--- src/design/ssp_pkg.sv ---
// Shared constants for the serial peripheral port
package ssp_pkg;
  // Word size selector codes
  localparam logic [1:0] WSEL_8 = 2'h0;
  localparam logic [1:0] WSEL_16 = 2'h1;
  localparam logic [1:0] WSEL_32 = 2'h2;
  // Index of the last bit of a word, per size
  localparam logic [4:0] LAST_BIT_8 = 5'h07;
  localparam logic [4:0] LAST_BIT_16 = 5'h0f;
  localparam logic [4:0] LAST_BIT_32 = 5'h1f;
  // Data path shape and buffer depth
  localparam int DATA_W = 32;
  localparam int FIFO_DEPTH = 32;
  // Reset values of internal state
  localparam logic [7:0] DIV_RESET = 8'h00;
  localparam logic [5:0] EDGE_RESET = 6'h00;
  localparam logic [4:0] BIT_RESET = 5'h00;
  localparam logic [31:0] WORD_RESET = 32'h0000_0000;
endpackage

--- src/design/ssp_top.sv ---
// Master/slave serial peripheral port with transmit and receive FIFOs
// Notes on behaviour
// - word size selectable as 8, 16 or 32 bits; exactly that many shifted.
// - chip-select active level is configurable, high or low.
// - chip-select is either software-driven or generated around each word.
// - clock phase and polarity configurable in both master and slave role.
// - clock rate programmable only as master; slave follows external clock.
// - as slave, clock pin is input and times all shifting and sampling.
// - as master, serial clock comes from reference clock via programmable divider.
// - full duplex, one bit back for every bit out per clock cycle.
// - master drives MOSI samples MISO; slave drives MISO samples MOSI.
// - as master, port drives serial clock and chip-select outward.
// - as slave, incoming chip-select qualifies participation in transfers.
// - as slave, chip-select assertion starts a frame of words, deassertion ends it.
// - slave role offers a switch that keeps the data output released.
// - transmit and receive each have an independent FIFO.
// - separate DMA requests for receive reads and transmit writes.
// - slave accepts consecutive words back to back without idle clocks.
// - with FIFOs, many words flow without per-word software action.
// - serial line activity never produces a wake-up request.
// - polarity sets idle level; phase 0 samples first edge, phase 1 second.
// - role bit cleared means master, set means slave.
// - phase 0: select leads first edge by a full cycle, first bit valid there.
// - words shift most significant bit first.
module ssp_top #(
  parameter int DATA_W = ssp_pkg::DATA_W,
  parameter int FIFO_DEPTH = ssp_pkg::FIFO_DEPTH
) (
  // Clock and reset
  input wire logic sys_clk_i,
  input wire logic nrst_i,
  // Configuration
  input wire logic enable_i,
  input wire logic role_select_bit_i,
  input wire logic clock_polarity_i,
  input wire logic clock_phase_i,
  input wire logic [1:0] word_size_i,
  input wire logic [7:0] clk_div_i,
  input wire logic cs_active_high_i,
  input wire logic cs_manual_i,
  input wire logic cs_manual_assert_i,
  input wire logic slave_out_disable_i,
  input wire logic dma_tx_en_i,
  input wire logic dma_rx_en_i,
  // Transmit word stream
  input wire logic [DATA_W-1:0] tx_data_i,
  input wire logic tx_valid_i,
  output logic tx_ready_o,
  // Receive word stream
  output logic [DATA_W-1:0] rx_data_o,
  output logic rx_valid_o,
  input wire logic rx_ready_i,
  // DMA requests
  output logic dma_tx_req_o,
  output logic dma_rx_req_o,
  // Status
  output logic busy_o,
  output logic slave_underrun_o,
  output logic slave_overrun_o,
  // Serial clock pin
  input wire logic serial_clock_line_i,
  output logic serial_clock_line_o,
  output logic serial_clock_line_oe_o,
  // Chip-select pin
  input wire logic chip_select_line_i,
  output logic chip_select_line_o,
  output logic chip_select_line_oe_o,
  // Master-out data pin
  input wire logic mosi_i,
  output logic mosi_o,
  output logic mosi_oe_o,
  // Master-in data pin
  input wire logic miso_i,
  output logic miso_o,
  output logic miso_oe_o
);
  typedef enum logic [1:0] {M_IDLE, M_LEAD, M_XFER, M_LAG} ssp_mstate_t;

  ssp_mstate_t mstate;
  logic [7:0] half_cnt;
  logic half_tick;
  logic [5:0] edge_cnt;
  logic sclk_lvl;
  logic is_master;
  logic is_slave;
  logic [4:0] last_bit;
  logic [4:0] bit_cnt;
  logic fresh;
  logic [31:0] tx_sh;
  logic [31:0] rx_sh;
  logic [31:0] rx_next;
  logic [31:0] rx_word;
  logic [31:0] tx_load_word;
  logic din;
  logic lead_ev;
  logic trail_ev;
  logic sample_ev;
  logic shift_ev;
  logic m_lead_ev;
  logic m_trail_ev;
  logic s_lead_ev;
  logic s_trail_ev;
  logic sclk_prev;
  logic cs_prev;
  logic cs_in_act;
  logic s_frame;
  logic s_start;
  logic m_start;
  logic load_ev;
  logic word_done;
  logic m_cs_act;
  // FIFO connections
  logic [DATA_W-1:0] txf_data;
  logic txf_valid;
  logic txf_pop;
  logic rxf_ready;
  logic rxf_push;

  // Role decode: role bit clear selects master
  assign is_master = enable_i & ~role_select_bit_i;
  assign is_slave = enable_i & role_select_bit_i;

  // Last bit index for the selected size, unknown codes run as 32
  always_comb begin
    if (word_size_i == ssp_pkg::WSEL_8) begin
      last_bit = ssp_pkg::LAST_BIT_8;
    end else if (word_size_i == ssp_pkg::WSEL_16) begin
      last_bit = ssp_pkg::LAST_BIT_16;
    end else begin
      last_bit = ssp_pkg::LAST_BIT_32;
    end
  end

  // Left-align the outgoing word so bit 31 always holds the MSB
  always_comb begin
    if (word_size_i == ssp_pkg::WSEL_8) begin
      tx_load_word = {txf_data[7:0], 24'h000000};
    end else if (word_size_i == ssp_pkg::WSEL_16) begin
      tx_load_word = {txf_data[15:0], 16'h0000};
    end else begin
      tx_load_word = txf_data[31:0];
    end
    if (!txf_valid) begin
      tx_load_word = ssp_pkg::WORD_RESET; // Slave underrun sends zeros
    end
  end

  // Received word is right-aligned, upper bits zero
  assign rx_next = {rx_sh[30:0], din};
  always_comb begin
    if (word_size_i == ssp_pkg::WSEL_8) begin
      rx_word = {24'h000000, rx_next[7:0]};
    end else if (word_size_i == ssp_pkg::WSEL_16) begin
      rx_word = {16'h0000, rx_next[15:0]};
    end else begin
      rx_word = rx_next;
    end
  end

  // Half-period divider of the reference clock, master only
  assign half_tick = (half_cnt == clk_div_i);
  always_ff @(posedge sys_clk_i) begin
    if (!nrst_i) begin
      half_cnt <= ssp_pkg::DIV_RESET;
    end else if (mstate == M_IDLE || half_tick) begin
      half_cnt <= ssp_pkg::DIV_RESET;
    end else begin
      half_cnt <= half_cnt + 8'h01;
    end
  end

  // Master starts only when a word waits and the receive side has room,
  // so the receive FIFO can never overflow in master role
  assign m_start = is_master & (mstate == M_IDLE) & txf_valid & rxf_ready;

  // Master sequencer: lead half cycle, 2N clock edges, lag half cycle
  always_ff @(posedge sys_clk_i) begin
    if (!nrst_i) begin
      mstate <= M_IDLE;
      edge_cnt <= ssp_pkg::EDGE_RESET;
      sclk_lvl <= 1'b0;
    end else begin
      case (mstate)
        M_IDLE: begin
          sclk_lvl <= 1'b0;
          edge_cnt <= ssp_pkg::EDGE_RESET;
          if (m_start) begin
            mstate <= M_LEAD;
          end
        end
        M_LEAD: begin
          if (half_tick) begin
            mstate <= M_XFER;
          end
        end
        M_XFER: begin
          if (half_tick) begin
            sclk_lvl <= ~sclk_lvl;
            edge_cnt <= edge_cnt + 6'h01;
            if (edge_cnt == {last_bit, 1'b1}) begin
              mstate <= M_LAG;
            end
          end
        end
        M_LAG: begin
          if (half_tick) begin
            mstate <= M_IDLE;
          end
        end
        default: begin
          mstate <= M_IDLE;
        end
      endcase
      if (!is_master) begin
        mstate <= M_IDLE; // Role change or disable aborts the word
      end
    end
  end

  // Master edge events; sclk_lvl low means the next edge is a leading one
  assign m_lead_ev = (mstate == M_XFER) & half_tick & ~sclk_lvl;
  assign m_trail_ev = (mstate == M_XFER) & half_tick & sclk_lvl;

  // Slave pin history; inputs are synchronous to sys_clk_i
  always_ff @(posedge sys_clk_i) begin
    if (!nrst_i) begin
      sclk_prev <= 1'b0;
      cs_prev <= 1'b0;
    end else begin
      sclk_prev <= serial_clock_line_i;
      cs_prev <= cs_in_act;
    end
  end

  // Incoming select compared against the programmed active level
  assign cs_in_act = is_slave & (chip_select_line_i == cs_active_high_i);
  assign s_start = cs_in_act & ~cs_prev;
  // Edges only count while select was active before and after them
  assign s_frame = cs_in_act & cs_prev;
  assign s_lead_ev = s_frame & (serial_clock_line_i != clock_polarity_i) &
                     (sclk_prev == clock_polarity_i);
  assign s_trail_ev = s_frame & (serial_clock_line_i == clock_polarity_i) &
                      (sclk_prev != clock_polarity_i);

  // One edge pair for both roles; phase picks which edge samples
  assign lead_ev = m_lead_ev | s_lead_ev;
  assign trail_ev = m_trail_ev | s_trail_ev;
  assign sample_ev = clock_phase_i ? trail_ev : lead_ev;
  assign shift_ev = clock_phase_i ? lead_ev : trail_ev;

  // Master samples MISO, slave samples MOSI
  assign din = is_master ? miso_i : mosi_i;

  // Word boundary: slave reloads on the shift edge after a full word,
  // which lets the next word follow with no idle clock
  assign word_done = sample_ev & (bit_cnt == last_bit);
  assign load_ev = m_start | s_start |
                   (is_slave & shift_ev & (bit_cnt == ssp_pkg::BIT_RESET) & ~fresh);
  assign txf_pop = load_ev & txf_valid;
  assign rxf_push = word_done;

  // Shift registers and bit counter
  always_ff @(posedge sys_clk_i) begin
    if (!nrst_i) begin
      tx_sh <= ssp_pkg::WORD_RESET;
      rx_sh <= ssp_pkg::WORD_RESET;
      bit_cnt <= ssp_pkg::BIT_RESET;
      fresh <= 1'b0;
    end else begin
      if (m_start || s_start) begin
        tx_sh <= tx_load_word;
        bit_cnt <= ssp_pkg::BIT_RESET;
        fresh <= clock_phase_i; // Phase 1 first edge only drives
      end else begin
        if (shift_ev) begin
          if (bit_cnt != ssp_pkg::BIT_RESET) begin
            tx_sh <= {tx_sh[30:0], 1'b0};
          end else if (fresh) begin
            fresh <= 1'b0;
          end else if (is_slave) begin
            tx_sh <= tx_load_word;
          end
        end
        if (sample_ev) begin
          rx_sh <= rx_next;
          bit_cnt <= (bit_cnt == last_bit) ? ssp_pkg::BIT_RESET : bit_cnt + 5'h01;
        end
      end
    end
  end

  // Slave error pulses, registered
  always_ff @(posedge sys_clk_i) begin
    if (!nrst_i) begin
      slave_underrun_o <= 1'b0;
      slave_overrun_o <= 1'b0;
    end else begin
      slave_underrun_o <= is_slave & load_ev & ~txf_valid;
      slave_overrun_o <= is_slave & word_done & ~rxf_ready;
    end
  end

  // Separate buffers per direction
  ssp_fifo #(
    .WIDTH(DATA_W),
    .DEPTH(FIFO_DEPTH)
  ) u_tx_fifo (
    .sys_clk_i(sys_clk_i),
    .nrst_i(nrst_i),
    .in_data_i(tx_data_i),
    .in_valid_i(tx_valid_i),
    .in_ready_o(tx_ready_o),
    .out_data_o(txf_data),
    .out_valid_o(txf_valid),
    .out_ready_i(txf_pop)
  );

  ssp_fifo #(
    .WIDTH(DATA_W),
    .DEPTH(FIFO_DEPTH)
  ) u_rx_fifo (
    .sys_clk_i(sys_clk_i),
    .nrst_i(nrst_i),
    .in_data_i(rx_word[DATA_W-1:0]),
    .in_valid_i(rxf_push),
    .in_ready_o(rxf_ready),
    .out_data_o(rx_data_o),
    .out_valid_o(rx_valid_o),
    .out_ready_i(rx_ready_i)
  );

  // DMA requests are levels: room to write, data to read
  assign dma_tx_req_o = dma_tx_en_i & tx_ready_o;
  assign dma_rx_req_o = dma_rx_en_i & rx_valid_o;

  // Busy while a master word runs or a slave frame is open
  assign busy_o = (mstate != M_IDLE) | cs_in_act;

  // Master select: generated around each word or from software
  assign m_cs_act = cs_manual_i ? cs_manual_assert_i : (mstate != M_IDLE);

  // Pin drivers; everything released while disabled
  // No wake-up output exists, serial activity only feeds this logic
  assign serial_clock_line_o = clock_polarity_i ^ sclk_lvl;
  assign serial_clock_line_oe_o = is_master;
  assign chip_select_line_o = m_cs_act ? cs_active_high_i : ~cs_active_high_i;
  assign chip_select_line_oe_o = is_master;
  assign mosi_o = tx_sh[31];
  assign mosi_oe_o = is_master & m_cs_act;
  assign miso_o = tx_sh[31];
  assign miso_oe_o = cs_in_act & ~slave_out_disable_i;
  // A disabled port never drives: is_master and cs_in_act need enable_i
endmodule // ssp_top

--- src/design/ssp_fifo.sv ---
// Word FIFO with registered head, valid and ready on both sides
module ssp_fifo #(
  parameter int WIDTH = 32,
  parameter int DEPTH = 32
) (
  // Clock and reset
  input wire logic sys_clk_i,
  input wire logic nrst_i,
  // Filling side
  input wire logic [WIDTH-1:0] in_data_i,
  input wire logic in_valid_i,
  output logic in_ready_o,
  // Draining side
  output logic [WIDTH-1:0] out_data_o,
  output logic out_valid_o,
  input wire logic out_ready_i
);
  localparam int AW = $clog2(DEPTH);
  localparam logic [AW:0] FULL_CNT = DEPTH[AW:0];

  logic [WIDTH-1:0] mem [DEPTH];
  logic [AW-1:0] wptr;
  logic [AW-1:0] rptr;
  logic [AW:0] count;
  logic push;
  logic move;

  // Head register is refilled whenever it is empty or being taken
  assign in_ready_o = (count != FULL_CNT);
  assign push = in_valid_i & in_ready_o;
  assign move = (count != '0) & (~out_valid_o | out_ready_i);

  // Storage array, no reset needed on data
  always_ff @(posedge sys_clk_i) begin
    if (push) begin
      mem[wptr] <= in_data_i;
    end
  end

  // Pointers and fill count
  always_ff @(posedge sys_clk_i) begin
    if (!nrst_i) begin
      wptr <= '0;
      rptr <= '0;
      count <= '0;
    end else begin
      if (push) begin
        wptr <= (wptr == AW'(DEPTH - 1)) ? '0 : wptr + 1'b1;
      end
      if (move) begin
        rptr <= (rptr == AW'(DEPTH - 1)) ? '0 : rptr + 1'b1;
      end
      count <= count + (AW+1)'(push) - (AW+1)'(move);
    end
  end

  // Registered read data
  always_ff @(posedge sys_clk_i) begin
    if (!nrst_i) begin
      out_valid_o <= 1'b0;
      out_data_o <= '0;
    end else if (move) begin
      out_valid_o <= 1'b1;
      out_data_o <= mem[rptr];
    end else if (out_ready_i) begin
      out_valid_o <= 1'b0;
    end
  end
endmodule // ssp_fifo

--- config.mk ---
export PLATFORM = sky130hd
export DESIGN_NAME = ssp_top
export DESIGN_NICKNAME = d
export VERILOG_FILES = /design/src/design/ssp_pkg.sv /design/src/design/ssp_top.sv /design/src/design/ssp_fifo.sv
export SDC_FILE = /design/constraint.sdc
export NUM_CORES = 2
export LEC_CHECK = 0
export BUFFER_PORTS_ARGS = -buffer_cell sky130_fd_sc_hd__buf_2
export CORE_MARGIN = 5
export CORE_UTILIZATION = 40
export DETAILED_ROUTE_END_ITERATION = 8
export GPL_TIMING_DRIVEN = 0
export PLACE_DENSITY_LB_ADDON = 0.12
export SYNTH_ARGS = -nofsm -noshare
export SYNTH_HDL_FRONTEND = slang
export SYNTH_SLANG_ARGS = --single-unit
--- constraint.sdc ---
create_clock -name sys_clk_i -period 12.2 [get_ports sys_clk_i]
set_input_delay 1.83 -clock sys_clk_i [delete_from_list [all_inputs] [get_ports sys_clk_i]]
set_output_delay 1.83 -clock sys_clk_i [all_outputs]
set_load 0.01 [all_outputs]
==> out/results.ini <==
[sta]
finalHoldViolCount = 0
fin_crit_ps = 5020
setup_violations = 0
fin_setup_tns_ps = 0
max_freq_ghz = 0.199
slew_violations = 0
rsz0062_at_grt = no
post-route-period-util = 0.411
finalClockSkew_ps = 28.2
max_slew_margin = 0.00190
worst_slew_pin_slew_ps = 1490

[pwr]
p_leak_nw = 28.8
powerDensity_mw_per_mm2 = 184
total_power_mw = 18.3
ir_worst_vdd_v = 0.000152

[worst_setup_path]
critPathLaunch = clk_div_i[6]
worstPathArrival_ps = 5550
critPathMaxStageDelay_ps = 1060
cp-start-kind = primary input
critPathKind = primary input to flop
cp-end-kind = flop
r2r_start = half_cnt[1]
worstPathRequired_ps = 12730
worst_path_max_delay_cell = nor2_4
ff2ff_setup_slack_ps = 7920
crit_fanout = 17
path_cells = buf_2 > xor2_1 > nor4_4 > nand4_2 > nand2_1 > nand4_1 > nor2_4 > buf_12

[detailed_routing]
met3_length_mm = 9.32
top_layer = met5
route.layer.met1.wl_mm = 93.9
viasPerCell = 5.51
drcViolationCount = 0
vias = 43400
first_pass_iters = 5
wl_met2_mm = 119
drt_iter0_drc = 3590
postRouteAntennaNets = 0
drt-total-wl_mm = 228
routedWlPerCell_um = 28.9

[clock_tree]
clockBufferDepth = 3
cts_tree = built
path_clk_slew_ps = 60
cts-root-buf = clkbuf_16
clock_latency_ps = 850
cts_setup_buffers = 0
hold_buffers = 0
cts-buffers-inserted = 229
htree_levels = 4
clock_sink_count = 2236
ctsResizeCount = 0

[floorplan]
die_width_um = 473
die_area_mm2 = 0.224
chipHeight_um = 473
fp.coreArea_mm2 = 0.214
rows = 170
ios = 107
start_util = 0.401

[global_routing]
grt_usage = 0.202
antenna_found_initial = 6
grt_max_degree = 34
grt.overflow.total = 0
grt_pass1_vias = 45300
grt_pass1_wl_mm = 328

[finish]
final_cells = 7876
fill_cells = 18200
fin_nets = 4937
layout_commonest_cell = edfxtp_1
final_cell_mix = 2,048 x edfxtp_1, 384 x mux4_2, 238 x clkbuf_1
drive_gt1_frac = 0.247
area_growth_pct = 15.7

[logic_synthesis]
syn_inst = 4420
yosys-top-cells-area = edfxtp_1 72%, mux4_2 10%, dfxtp_1 4.4%, mux2_2 2.5%, mux2i_1 1.7%
synth_area_leader_cell = edfxtp_1
ys_warn_count = 0
avgSynthCellArea_um2 = 19.4
ys_seq_area_frac = 0.759
syn_area_mm2 = 0.0859
synth_edf_count = 2048
ys.flop_type = edfxtp_1
syn_nets = 4522
synth_cell_types = 66
synthArstFlopShare = 0
synth_top_area_share = 0.716
synth-seq-cells = 2236

[worst_hold_path]
worstHoldStart = tx_sh[10]
hold_path_class = flop to flop

[placement]
hpwl_mm = 153
gp_congestion = 0.783
dp.cells = 7442
port_buffers = 104

[flow_run]
drv_cap = 1

[run_status]
status = finished with violations
violations = max-capacitance violations

==> logic make-up (layout without fill, tap and decap cells) <==
kind of cell / count (synthesis) / count (layout) / synth area share
flip-flops: 2236 / 2236 / 0.759
AO/OA/AOI/OAI: 511 / 511 / 0.0409
AND/OR/NAND/NOR: 586 / 586 / 0.0337
XOR/XNOR: 31 / 31 / 0.00316
multiplexers: 719 / 719 / 0.142
other: 0 / 2 / 0
buffers and inverters: 295 / 911 / 0.0140
adder cells (fa/ha/maj): 42 / 42 / 0.00629
==> per-stage QoR <==
step	instance area [um^2]	utilization	setup WS, ps	hold WS (ps)
3_5_place_dp	92200	0.430	6260	463
6_report	99400	0.464	7180	464
2_1_floorplan	85900	-	7100	434
5_1_grt	99400	0.464	7080	490
3_3_place_gp	90000	0.420	3910	461
4_1_cts	99400	0.464	7180	462
==> where the power goes <==
| group | total, mW | internal (mW) | switching [mW] |
|---|---|---|---|
| clock | 6.78 | 3.87 | 2.91 |
| combinational | 2.95 | 1.19 | 1.76 |
| sequential | 8.59 | 8.46 | 0.129 |
==> flip-flops by register name, summed over array words and instances (netlist names) <==
register,cells
bit_cnt,5
cs_prev,1
edge_cnt,6
fresh,1
half_cnt,8
mstate,2
rx_sh,31
sclk_lvl,1
sclk_prev,1
slave_overrun_o,1
slave_underrun_o,1
tx_sh,32
u_rx_fifo.count,6
u_rx_fifo.mem,1024
u_rx_fifo.out_data_o,32
u_rx_fifo.out_valid_o,1
u_rx_fifo.rptr,5
u_rx_fifo.wptr,5
u_tx_fifo.count,6
u_tx_fifo.mem,1024
u_tx_fifo.out_data_o,32
u_tx_fifo.out_valid_o,1
u_tx_fifo.rptr,5
u_tx_fifo.wptr,5
==> cell usage after synthesis, types with 4 or more instances <==
cell       instances
inv_1             33
a22o_1            32
o2111ai_1         32
clkbuf_1         165
mux2_2           193
or3b_2             5
and2_1            25
a21o_1             4
dfxtp_1          188
buf_1             23
ha_1              40
nor2_1           182
nand3_1           66
xnor2_1           10
or3_1              5
nand2b_1           5
nor3_1             9
mux2i_1          142
o21ai_0           64
a311oi_1          32
and3_1            10
nand4b_1          15
nor4b_1            4
edfxtp_1        2048
nor2b_1           11
a221oi_1          32
xor2_1            21
a21oi_1           30
nand2_1          164
nor4_1            32
a31oi_1            4
o22ai_1          225
buf_2             70
mux4_2           384
nand3b_1          31
a21boi_0           4
o31ai_1           34
==> final cells by class <==
class / count / area (um^2) / area share
Sequential cell: 2236 / 65300 / 0.656
Multi-Input combinational cell: 1889 / 20000 / 0.201
Buffer: 261 / 1080 / 0.0108
Antenna cell: 2 / 5.00 / 0.0000503
Tap cell: 2838 / 3550 / 0.0357
Inverter: 34 / 128 / 0.00128
Timing Repair Buffer: 184 / 2200 / 0.0221
Clock buffer: 326 / 6400 / 0.0644
Clock inverter: 106 / 842 / 0.00847
==> layer usage <==
layer	GRT usage	up-vias
met4	0.0496	2
met5	0	-
met3	0.0259	323
met2	0.361	1026
li1	-	19000
met1	0.261	23000
==> worst paths after layout <==
check,depth (start not counted),endpoint
hold / removal,2,tx_sh[11]
setup / recovery,8,u_rx_fifo.mem[3][15]
hold reg to reg,2,tx_sh[11]
setup reg to reg,7,u_rx_fifo.mem[3][15]
==> worst max-delay path, delay by kind of cell <==
family,cells,cell delay [ps]
xor+xnor,1,170
simple gates,5,3100
buf+inv,2,380
Note: power is estimated with default switching activity, not from simulation.
